$ cat src/rtl/llmi_pkg.sv
// constants and state type for the lock-loss monitor and status interrupt
package llmi_pkg;

    // =====================================================================
    // bus geometry
    localparam int unsigned ADDR_W = 8;
    localparam int unsigned DATA_W = 32;
    localparam int unsigned BE_W   = 4;

    // =====================================================================
    // register byte offsets
    localparam logic [7:0] OFS_LIVE    = 8'h00; // live indicators, read only
    localparam logic [7:0] OFS_STICKY  = 8'h04; // sticky flags, write 1 clear
    localparam logic [7:0] OFS_MASK    = 8'h08; // 1 = indicator masked
    localparam logic [7:0] OFS_SET_THR = 8'h0C; // lock-loss set threshold
    localparam logic [7:0] OFS_CLR_THR = 8'h10; // lock-loss clear threshold
    localparam logic [7:0] OFS_CLR_DLY = 8'h14; // clear delay, 0 = off

    // =====================================================================
    // indicator bit positions, shared by live, sticky and mask
    localparam int unsigned IND_W        = 4;
    localparam int unsigned BIT_SIG_MISS = 0;
    localparam int unsigned BIT_FREQ_OOR = 1;
    localparam int unsigned BIT_LOCK_LST = 2;
    localparam int unsigned BIT_HOLDOVER = 3;

    // =====================================================================
    // thresholds in units of 0.1 ppm: 1 = 0.1 ppm .. 100000 = 10,000 ppm
    localparam int unsigned THR_W   = 17;
    localparam int unsigned DLY_W   = 24;
    localparam logic [THR_W-1:0] RST_SET_THR = 17'h0000A; // 1 ppm
    localparam logic [THR_W-1:0] RST_CLR_THR = 17'h00001; // 0.1 ppm
    localparam logic [DLY_W-1:0] RST_CLR_DLY = 24'h000000;
    localparam logic [IND_W-1:0] RST_MASK    = 4'h0;
    localparam logic [IND_W-1:0] RST_LIVE    = 4'h4; // unlocked after reset
    localparam logic [DATA_W-1:0] RD_UNMAPPED = 32'h00000000;

    // =====================================================================
    // whole state of the block
    typedef struct packed {
        logic [IND_W-1:0]  live;
        logic [IND_W-1:0]  sticky;
        logic [IND_W-1:0]  mask;
        logic [THR_W-1:0]  set_thr;
        logic [THR_W-1:0]  clr_thr;
        logic [DLY_W-1:0]  clr_dly;
        logic [DLY_W-1:0]  dly_cnt;
        logic              wait_req;
        logic [DATA_W-1:0] rdata;
        logic              irq_n;
    } llmi_state_t;

endpackage : llmi_pkg

$ cat src/rtl/llmi_monitor.sv
// lock-loss monitor, status flags and interrupt pin behind Avalon-MM
`timescale 1ns/1ps
// Operation
// - set lock-loss bit when loop loses lock
// - lock-loss pin follows live monitor state
// - decide from phase detector frequency difference
// - separate set and clear comparators, hysteresis
// - optional timer delays clearing lock-loss
// - live bit plus sticky bit cleared by software
// - thresholds programmable, 0.1 to 10,000 ppm
// - example: lock below 0.1, loss above 1 ppm
// - interrupt on any indicator change
// - each indicator maskable from interrupt
// - interrupt releases only after sticky clear or mask write
// - signal and frequency indicators: live and sticky
module llmi_monitor (
    // clock and reset
    input  wire logic                           clk_i,
    input  wire logic                           rst_i,
    // Avalon-MM slave
    input  wire logic [llmi_pkg::ADDR_W-1:0]    avs_address_i,
    input  wire logic                           avs_read_i,
    input  wire logic                           avs_write_i,
    input  wire logic [llmi_pkg::DATA_W-1:0]    avs_writedata_i,
    input  wire logic [llmi_pkg::BE_W-1:0]      avs_byteenable_i,
    output logic      [llmi_pkg::DATA_W-1:0]    avs_readdata_o,
    output logic                                avs_waitrequest_o,
    // monitor inputs
    input  wire logic [llmi_pkg::THR_W-1:0]     pd_freq_diff_i,
    input  wire logic                           signal_missing_i,
    input  wire logic                           freq_out_of_range_i,
    input  wire logic                           holdover_i,
    // status pins
    output logic                                lock_lost_o,
    output logic                                irq_n_o
);
    import llmi_pkg::*;

    llmi_state_t       st_reg;
    llmi_state_t       st_next;
    logic              acc;
    logic              wr_acc;
    logic              rd_acc;
    logic              sticky_wr;
    logic              mask_wr;
    logic              above_set;
    logic              below_clr;
    logic              lost_next;
    logic [IND_W-1:0]  changed;
    // merged write word, zero while no write completes
    logic [DATA_W-1:0] wr_word;

    // byte-lane merge, bits beyond the register width fall away
    function automatic logic [DATA_W-1:0] merge(
        input logic [DATA_W-1:0] old_v,
        input logic [DATA_W-1:0] new_v,
        input logic [BE_W-1:0]   be
    );
        logic [DATA_W-1:0] r;
        r = old_v;
        for (int i = 0; i < BE_W; i++) begin
            if (be[i]) begin
                r[i*8 +: 8] = new_v[i*8 +: 8];
            end
        end
        return r;
    endfunction : merge

    // =====================================================================
    // bus handshake: one wait state, the access completes when wait is low
    assign acc       = (avs_read_i | avs_write_i) & ~st_reg.wait_req;
    assign wr_acc    = acc & avs_write_i;
    assign rd_acc    = acc & avs_read_i;
    assign sticky_wr = wr_acc && (avs_address_i == OFS_STICKY);
    assign mask_wr   = wr_acc && (avs_address_i == OFS_MASK);

    // =====================================================================
    // comparators: one asserts loss, the other allows clearing
    assign above_set = pd_freq_diff_i > st_reg.set_thr;
    assign below_clr = pd_freq_diff_i < st_reg.clr_thr;

    // next state of the whole block
    always_comb begin
        st_next  = st_reg;
        lost_next = st_reg.live[BIT_LOCK_LST];
        // lock-loss decision; the band between thresholds holds the state
        if (above_set) begin
            lost_next        = 1'b1;
            st_next.dly_cnt  = '0;
        end else if (st_reg.live[BIT_LOCK_LST] && below_clr) begin
            // a delay lets acquisition finish without chattering
            if (st_reg.dly_cnt >= st_reg.clr_dly) begin
                lost_next       = 1'b0;
                st_next.dly_cnt = '0;
            end else begin
                st_next.dly_cnt = st_reg.dly_cnt + 1'b1;
            end
        end else begin
            st_next.dly_cnt = '0;
        end
        st_next.live[BIT_LOCK_LST] = lost_next;
        st_next.live[BIT_SIG_MISS] = signal_missing_i;
        st_next.live[BIT_FREQ_OOR] = freq_out_of_range_i;
        st_next.live[BIT_HOLDOVER] = holdover_i;
        changed = st_next.live ^ st_reg.live;

        // register writes take effect on the completing edge
        wr_word = '0;
        if (wr_acc) begin
            case (avs_address_i)
                OFS_MASK: begin
                    wr_word = merge({28'h0, st_reg.mask},
                        avs_writedata_i, avs_byteenable_i);
                    st_next.mask = wr_word[IND_W-1:0];
                end
                OFS_SET_THR: begin
                    wr_word = merge({15'h0, st_reg.set_thr},
                        avs_writedata_i, avs_byteenable_i);
                    st_next.set_thr = wr_word[THR_W-1:0];
                end
                OFS_CLR_THR: begin
                    wr_word = merge({15'h0, st_reg.clr_thr},
                        avs_writedata_i, avs_byteenable_i);
                    st_next.clr_thr = wr_word[THR_W-1:0];
                end
                OFS_CLR_DLY: begin
                    wr_word = merge({8'h0, st_reg.clr_dly},
                        avs_writedata_i, avs_byteenable_i);
                    st_next.clr_dly = wr_word[DLY_W-1:0];
                end
                default: begin
                end
            endcase
        end

        // sticky: write one to clear, a change in the same cycle wins
        st_next.sticky = st_reg.sticky;
        if (sticky_wr && avs_byteenable_i[0]) begin
            st_next.sticky = st_reg.sticky & ~avs_writedata_i[IND_W-1:0];
        end
        st_next.sticky = st_next.sticky | changed;

        // pin is low while any unmasked sticky flag stands
        st_next.irq_n = ~|(st_next.sticky & ~st_next.mask);

        // handshake and read data
        st_next.wait_req = ~((avs_read_i | avs_write_i) & st_reg.wait_req);
        st_next.rdata    = st_reg.rdata;
        if ((avs_read_i | avs_write_i) && st_reg.wait_req) begin
            case (avs_address_i)
                OFS_LIVE:    st_next.rdata = {28'h0, st_reg.live};
                OFS_STICKY:  st_next.rdata = {28'h0, st_reg.sticky};
                OFS_MASK:    st_next.rdata = {28'h0, st_reg.mask};
                OFS_SET_THR: st_next.rdata = {15'h0, st_reg.set_thr};
                OFS_CLR_THR: st_next.rdata = {15'h0, st_reg.clr_thr};
                OFS_CLR_DLY: st_next.rdata = {8'h0, st_reg.clr_dly};
                default:     st_next.rdata = RD_UNMAPPED;
            endcase
        end
    end

    // state register
    always_ff @(posedge clk_i or posedge rst_i) begin
        if (rst_i) begin
            st_reg.live     <= RST_LIVE;
            st_reg.sticky   <= '0;
            st_reg.mask     <= RST_MASK;
            st_reg.set_thr  <= RST_SET_THR;
            st_reg.clr_thr  <= RST_CLR_THR;
            st_reg.clr_dly  <= RST_CLR_DLY;
            st_reg.dly_cnt  <= '0;
            st_reg.wait_req <= 1'b1;
            st_reg.rdata    <= RD_UNMAPPED;
            st_reg.irq_n    <= 1'b1;
        end else begin
            st_reg <= st_next;
        end
    end

    // outputs straight from the state flops
    assign avs_readdata_o    = st_reg.rdata;
    assign avs_waitrequest_o = st_reg.wait_req;
    assign lock_lost_o       = st_reg.live[BIT_LOCK_LST];
    assign irq_n_o           = st_reg.irq_n;
endmodule : llmi_monitor

$ cat config.mk
export PLATFORM = sky130hd
export DESIGN_NAME = llmi_monitor
export DESIGN_NICKNAME = d
export VERILOG_FILES = /design/src/rtl/llmi_pkg.sv /design/src/rtl/llmi_monitor.sv
export SDC_FILE = /design/constraint.sdc
export NUM_CORES = 1
export LEC_CHECK = 0
export ABC_CLOCK_PERIOD_IN_PS = 4400
export BUFFER_PORTS_ARGS = -buffer_cell sky130_fd_sc_hd__buf_2
export CELL_PAD_IN_SITES_DETAIL_PLACEMENT = 0
export CELL_PAD_IN_SITES_GLOBAL_PLACEMENT = 2
export CORE_MARGIN = 10
export CORE_UTILIZATION = 30
export CTS_CLUSTER_SIZE = 8
export DETAILED_ROUTE_END_ITERATION = 10
export HOLD_SLACK_MARGIN = 0.02
export PLACE_DENSITY_LB_ADDON = 0.08
export SYNTH_ARGS = -nofsm -noshare
export SYNTH_HDL_FRONTEND = slang
export SYNTH_SLANG_ARGS = --single-unit
$ cat constraint.sdc
create_clock -name clk_i -period 4.4 [get_ports clk_i]
set_input_delay 0.66 -clock clk_i [delete_from_list [all_inputs] [get_ports clk_i]]
set_output_delay 0.66 -clock clk_i [all_outputs]
set_load 0.03 [all_outputs]
# [After elaboration in Yosys (flattened, before gate mapping)]
# Cells that the tools add are included.
[totals] ff_bits=128 output_inout_bits=35
[classes] addsub=1 n_lt_le_gt_ge=3 n_eq_ne=5 mux=23 n_bitwise=12 n_reduce_logical=16
[ops] operator="24-bit case mux with 6 select lines" count=1
[ops] operator="24-bit 2-to-1 mux" count=4
[ops] operator="62-bit 2-to-1 mux" count=1
[ops] operator="8-bit 2-to-1 mux" count=7
[ops] operator="17-bit 2-to-1 mux" count=2
[ops] operator="3-bit AND reduction" count=9
[ops] operator="24-bit by 1-bit adder with 24-bit output, second input constant" count=1
[ops] operator="24-bit >= comparator" count=1
[ops] operator="17-bit greater-than comparator" count=1
[ops] operator="17-bit < comparator" count=1
[ops] operator="8-bit by 4-bit equality test with 1-bit output, second input constant" count=2
[ops] operator="8-bit by 5-bit equality test with 1-bit output, second input constant" count=2
[ops] operator="4-bit 2-to-1 mux" count=3
[ops] operator="4-bit bitwise AND" count=2
[ops] operator="8-bit by 3-bit equality test with 1-bit output, second input constant" count=1
[ops] operator="8-bit logical NOT" count=1
[ops] operator="4-bit NOT" count=2
[ops] operator="1-bit 2-to-1 mux" count=5
[ops] operator="1-bit logical AND" count=4
[ops] operator="4-bit OR" count=1
[ops] operator="4-bit OR reduction" count=1
[ops] operator="4-bit XOR" count=1
[ops] operator="1-bit bitwise AND" count=3
[ops] operator="1-bit NOT" count=2
[ops] operator="2 further kinds" count=2

# [Longest topological paths before layout]
# Gate-level depths: netlist of the first run.
[logic_depth] ltp_word=10 depth_mapped=11 ltp_nobuf=9

# [Worst setup path before layout of the first run]
# Ideal clock, no wire load.
[synth_path] path_kind="in2reg" from="in pd_freq_diff_i[8] in the netlist's numbering" to="reg st_reg[40] in the netlist's numbering" setup_time_ns=0.069 arrival_ns=2.688 path_slack_ns=1.643 cell_stages=10 n_path_buf=2 path_cell_list="ha_1 and4_1 a221oi_4 o211ai_2 a2111oi_4 nand2_1 or3_1 buf_6 buf_12 nor2_4"
[synth_rtl] item="start: declaration" line_no="llmi_monitor.sv:29" source="input wire logic [llmi_pkg::THR_W-1:0] pd_freq_diff_i,"
[synth_rtl] item="end signal: assignment" line_no="llmi_monitor.sv:176" source="st_reg <= st_next;"
[synth_rtl] item="end: declaration" line_no="llmi_monitor.sv:39" source="llmi_state_t st_reg;"

==> flow_summary.toml, run 1 <==
[outcome]
status = "finished clean"

[sta]
fmaxAchievable_ghz = 0.289
max-slew-margin-rel = 0.253
fin_skew_ns = 0.00798
rsz0062_at_grt = "false"
hold_violations = 0
min_period_over_period = 0.787
setup_viol = 0
slew_viol_final = 0
tns_ns = 0
tightest_slew_ns = 1.12
finalCriticalPeriod_ns = 3.46

[routing]
viasPerCell = 4.61
dr.pass1.iters = 4
drtIter0Drc = 198
route.detailed.drc = 0
antenna_left = 0
routed-via-count = 5118
totalWireLength_um = 19700
wl_per_cell_um = 17.7

[die]
row_count = 56
die_area_mm2 = 0.0301
core_mm2 = 0.0233
fp.dieH_um = 173
num_io_pins = 103
die-width_um = 173
start_util = 0.303

[cts]
clkLatencyLatePin_ns = 0.41
clkTransAtPathRegs_ns = 0.06
postCtsSetupBuffers = 0
hold_buffers = 0
cts_made_buffers = 17
htree_levels = 4
clockBufferDepth = 2
cts_resized = 0
root_buffer = "clkbuf_16"
cts_tree = "done"
clock_sinks = 120

[logic_synthesis]
ys_seq_area_frac = 0.426
syn_area_per_cell_um2 = 9.74
synth-edff-count = 0
synthTopCellsByArea = "dfrtp_1 (40%), ha_1 (10%), o21ai_0 (5.2%)"
yosysTopAreaCell = "dfrtp_1"
yosys.cell_types.count = 55
synthArstFlopShare = 1.00
synthCells = 726
synth_flop_cell = "dfrtp_1"
ys_ff_latch = 120
ys_warn_count = 0
synth.top_cell.area_share = 0.404
synth.cell_area_mm2 = 0.00707

[global_routing]
grt_pass1_vias = 5400
grt_overflow = 0
antenna_found_initial = 0
grt_max_degree = 74
grt_pass1_wl_um = 31400
grt.total_usage = 0.133

[cells_and_area]
final_nets = 907
drive_gt1_frac = 0.225
fill_cells = 2444
largest_register_ffs = 93
area_delta_synth_final_pct = 15.7
final_area_mm2 = 0.00818
num_antenna_cells = 0

[power]
p_leak_uw = 0.00379
cellPowerDensity_mw_per_mm2 = 339
clock_power_share = 0.514
power_frac_comb = 0.076
p_int_uw = 2120
p_sw_frac = 0.236
power_frac_seq = 0.410
p_switching_uw = 654
peakVddDrop_mv = 0.197

[setup_path]
arrival_ns = 3.80
cp-end-kind = "flip-flop"
critPathKind = "reg2reg"
path_max_fanout = 24
required_ns = 4.74
crit_path_start_kind = "flip-flop"

[placement]
place.gp.congestion = 0.824
io_buffers = 85
dp_hpwl_um = 15200
placed_cell_area_mm2 = 0.00758

[run]
cap_viol_max_count = 0

[worst_hold_path]
hp-class = "in2reg"
[cell usage in the layout, fill, tap and decap left out, types with 6 or more instances in the layout]
cell type / n
a22o_1: 13
nor2_4: 18
ha_1: 58
conb_1: 8
dfrtp_1: 114
a21oi_1: 19
buf_2: 85
nand2_1: 97
nand4_1: 15
dfstp_2: 6
nor2_1: 22
mux2_2: 23
inv_1: 68
a21o_1: 6
xor2_1: 16
clkbuf_16: 17
nand3_1: 19
and3_1: 7
xnor2_1: 9
a22oi_1: 14
o21ai_0: 73
[worst max-delay path: stages, from the launching register on]
cell       delay (ns)
dfstp_2          0.55
inv_1            0.05
ha_1             0.28
nor2b_1          0.14
o211ai_1         0.19
a21oi_1          0.09
a2111oi_0        0.63
o22ai_1          0.23
or3_2            0.98
nor2_4           0.23
[layout make-up]
type / instances / area [µm²] / share of cell area
Clock buffer: 22 / 474 / 0.0580
Clock inverter: 8 / 121 / 0.0148
Inverter: 69 / 262 / 0.0320
Multi-Input combinational cell: 483 / 3450 / 0.421
Sequential cell: 120 / 3010 / 0.368
Tap cell: 319 / 399 / 0.0488
Timing Repair Buffer: 90 / 463 / 0.0566
[final timing paths]
kind                                     from            endpoint  slack (ns)  depth (start not counted)
hold / removal                     holdover_i         st_reg[127]        0.38                          1
max in group asynchronous               rst_i         lock_lost_o        2.96                          3
setup / recovery                  st_reg[100]          st_reg[52]        0.94                          9
hold reg to reg            avs_readdata_o[11]  avs_readdata_o[11]        0.47                          2
setup reg to reg                  st_reg[100]          st_reg[52]        0.94                          9
min in group asynchronous               rst_i         st_reg[127]        0.47                          2
[layer usage]
metal,vias to the layer above,global-route usage,routed length (µm),part of all wire
li1,2579,-,-,-
met2,69,0.221,9640,0.49
met3,17,0.0231,498,0.025
met4,0,0.0399,234,0.012
met1,2453,0.173,9280,0.47
met5,-,0,0,0
[power by group through the flow]
stage,sequential [µW],combinational (µW),clock (µW)
floorplan,1150,140,0
global placement,1150,210,0
detailed placement,1160,215,0
CTS,1140,215,1460
global route,1140,239,1510
finish,1140,209,1420
[Yosys cell counts, drive strengths merged (2+ instances only)]
cell,instances
a2111oi,4
a211oi,3
a21o,6
a21oi,19
a221oi,4
a22o,13
a22oi,14
and2,2
and3,7
and4,5
buf,37
clkbuf,24
dfrtp,114
dfstp,6
ha,58
inv,69
mux2,23
mux2i,4
nand2,97
nand2b,6
nand3,19
nand4,15
nor2,42
nor2b,5
nor3,3
nor4,4
o211ai,6
o21a,3
o21ai,74
or3,3
xnor2,9
xor2,16
[logic make-up after synthesis]
family,share of synthesized area
AOI/OAI and AO/OA,0.142
xor gates and xnor gates,0.0310
adders and majority gates,0.103
buffers and inverters,0.0921
DFF,0.426
muxes,0.0423
other,0.000531
and+or+nand+nor,0.163
[through the flow]
step	util	instances	total power, µW	worst slack, ns	hold WS [ns]
floorplan	-	733	1290	0.564	0.450
global placement	0.325	1081	1370	0.711	0.460
detailed placement	0.325	1081	1370	0.662	0.465
CTS	0.350	1111	2820	0.866	0.359
global route	0.350	1111	2890	0.691	0.362
finish	0.350	1111	2770	0.938	0.375
Note: power is estimated with default switching activity, not from simulation.
==> inputs of run 2 (changes only) <==
--- a/config.mk
+++ b/config.mk
@@ -5,7 +5,8 @@
 export SDC_FILE = /design/constraint.sdc
 export NUM_CORES = 1
 export LEC_CHECK = 0
-export ABC_CLOCK_PERIOD_IN_PS = 4400
+export ABC_AREA = 1
+export ABC_CLOCK_PERIOD_IN_PS = 3000
 export BUFFER_PORTS_ARGS = -buffer_cell sky130_fd_sc_hd__buf_2
 export CELL_PAD_IN_SITES_DETAIL_PLACEMENT = 0
 export CELL_PAD_IN_SITES_GLOBAL_PLACEMENT = 2
==> constraint.sdc (replaced) <==
create_clock -name clk_i -period 3 [get_ports clk_i]
set_input_delay 0.45 -clock clk_i [delete_from_list [all_inputs] [get_ports clk_i]]
set_output_delay 0.45 -clock clk_i [all_outputs]
set_load 0.03 [all_outputs]
==> run 2 against run 1 <==
Compared with the run above: sequential share of layout area down 0.29 points; clock power up 43%; area after synthesis up 0.14%; combinational power up 63%; utilization up 0.28 points; first-iteration DRC count up 70%; setup slack worse by 0.13 ns; register-to-register slack worse by 0.13 ns; total power up 46%; flip-flop and latch count unchanged; clock skew down 0.0016 ns.
==> flow_summary.toml, run 2 <==
[routing]
route.detailed.drc = 0
totalWireLength_um = 20700
antenna_left = 0
drtIter0Drc = 336
wl_per_cell_um = 16.2
dr.pass1.iters = 4
viasPerCell = 4.48
routed-via-count = 5727

[setup_path]
crit_cells = 10
required_ns = 3.34
slowest_delay_ns = 0.37
cp-end-kind = "flip-flop"
critPathKind = "reg2reg"
path_buf_inv = 2
path_max_fanout = 12
arrival_ns = 2.53
crit_top_cell = "nand2_1"
reg2reg_depth = 10
r2r_end = "st_reg[56]"
r2r_start = "st_reg[107]"
cpLargestDelayFamily = "simple AND/OR/NAND/NOR gates"
crit_path_start_kind = "flip-flop"
slowest_stage = "dfrtp_1"
rrSetupSlack_ns = 0.81
cp_cell_sequence = "inv_1, ha_1, nand2_1, nor2_1, nand3_1, nand3b_1, nand2_1, nand3_2, buf_4, nor3_1"

[logic_synthesis]
ys_warn_count = 0
synthMostInstantiatedCell = "nand2_1"
synth.cell_area_mm2 = 0.00708
synth_flop_cell = "dfrtp_1"
yosys.cell_types.count = 42
synthArstFlopShare = 1.00
ys_seq_area_frac = 0.425
ys_ff_latch = 120
synthCells = 879
yosysTopAreaCell = "dfrtp_1"
synth.top_cell.area_share = 0.403
synth-edff-count = 0
syn_area_per_cell_um2 = 8.05
netlist_top_cells_count = "nand2_1 (197), inv_1 (128), dfrtp_1 (114)"
synthTopCellsByArea = "dfrtp_1 (40%), nand2_1 (10%), ha_1 (10%)"

[cts]
cts_made_buffers = 17
clock_sinks = 120
cts_tree = "done"
clkLatencyLatePin_ns = 0.42
root_buffer = "clkbuf_16"
postCtsSetupBuffers = 0
cts_resized = 0
clockBufferDepth = 2
htree_levels = 4
clkTransAtPathRegs_ns = 0.06
hold_buffers = 0

[worst_hold_path]
holdPathStages = 1
hold_path_end = "st_reg[127]"
min_from = "holdover_i"
hp-class = "in2reg"

[global_routing]
grt.total_usage = 0.141
grt_pass1_wl_um = 33900
grt_busiest_layer = "met2"
grt_pass1_vias = 6144
grt_overflow = 0
gr-usage-met1 = 0.177
grt_use_met2 = 0.237
antenna_found_initial = 0
grt_max_degree = 121
grtUsageMet3 = 0.0366

[sta]
fin_skew_ns = 0.00636
tightest_slew_ns = 0.724
min_period_over_period = 0.730
slew_viol_final = 0
rsz0062_at_grt = "false"
setup_viol = 0
finalCriticalPeriod_ns = 2.19
max-slew-margin-rel = 0.517
fmaxAchievable_ghz = 0.456
tns_ns = 0
hold_violations = 0

[cells_and_area]
largest_register_ffs = 93
utilization = 0.353
num_antenna_cells = 0
final_common_cell = "nand2_1"
area_delta_synth_final_pct = 16.4
final_nets = 1072
fill_cells = 2504
layout_common_cells = "nand2_1 (197), inv_1 (127), dfrtp_1 (114)"
drive_gt1_frac = 0.163

[die]
die-width_um = 174
core_mm2 = 0.0233
fp.dieH_um = 174
start_util = 0.303
row_count = 56
num_io_pins = 103
die_area_mm2 = 0.0301

[outcome]
status = "finished clean"

[placement]
place.gp.congestion = 0.813
dp_hpwl_um = 15900
io_buffers = 85

[power]
cellPowerDensity_mw_per_mm2 = 490
p_leak_uw = 0.00400
peakVddDrop_mv = 0.280

[run]
cap_viol_max_count = 0
run 2: cell count changes after synthesis, moves of 20 or more:
cell      delta
nand2_1    +100
inv_1       +59
nor2_1      +47
a21oi_1     +35
mux2_2      -23
clkbuf_1    -20
run 2: kinds of logic (layout without fill, tap and decap cells):
| logic type | Yosys count | after routing | synth area share |
|---|---|---|---|
| and+or+nand+nor | 338 | 338 | 0.208 |
| buffers and inverters | 182 | 255 | 0.118 |
| AOI/OAI and AO/OA | 161 | 161 | 0.122 |
| DFF | 120 | 120 | 0.425 |
| adders and majority gates | 58 | 58 | 0.103 |
| xor gates and xnor gates | 19 | 19 | 0.0235 |
| other | 1 | 8 | 0.000530 |
run 2: power breakdown:
group	internal (µW)	switching, µW
clock	1220	805
sequential	1650	19.9
combinational	106	235
run 2: metal layers:
layer	part of all wire	vias up
li1	-	2937
met1	0.47	2674
met2	0.48	100
met3	0.042	16
met4	0.012	0
met5	0	-
run 2: worst max-delay path by stage:
stage,from,end,slack [ns]
after floorplan,rst_i,avs_readdata_o[0],1.09
after global placement,pd_freq_diff_i[12],st_reg[56],0.64
after detailed placement,pd_freq_diff_i[12],st_reg[56],0.62
after CTS,st_reg[53],st_reg[47],0.70
after global routing,st_reg[53],st_reg[40],0.52
final,st_reg[107],st_reg[56],0.81
run 2: cell type report:
cell class	instances	area [µm²]	area share
Inverter	132	500	0.0607
Multi-Input combinational cell	584	3270	0.397
Timing Repair Buffer	91	483	0.0586
Clock buffer	17	425	0.0516
Tap cell	319	399	0.0484
Clock inverter	15	154	0.0187
Sequential cell	120	3010	0.365
run 2: per-stage QoR:
step / cell area (µm²) / hold slack, ns / worst slack [ns] / power [µW] / instances
after floorplan: 7110 / 0.453 / 1.09 / 1930 / 886
after global placement: 7660 / 0.461 / 0.644 / 2040 / 1246
after detailed placement: 7660 / 0.468 / 0.618 / 2050 / 1246
after CTS: 8240 / 0.144 / 0.695 / 4100 / 1278
after global routing: 8240 / 0.142 / 0.516 / 4220 / 1278
final: 8240 / 0.161 / 0.809 / 4040 / 1278
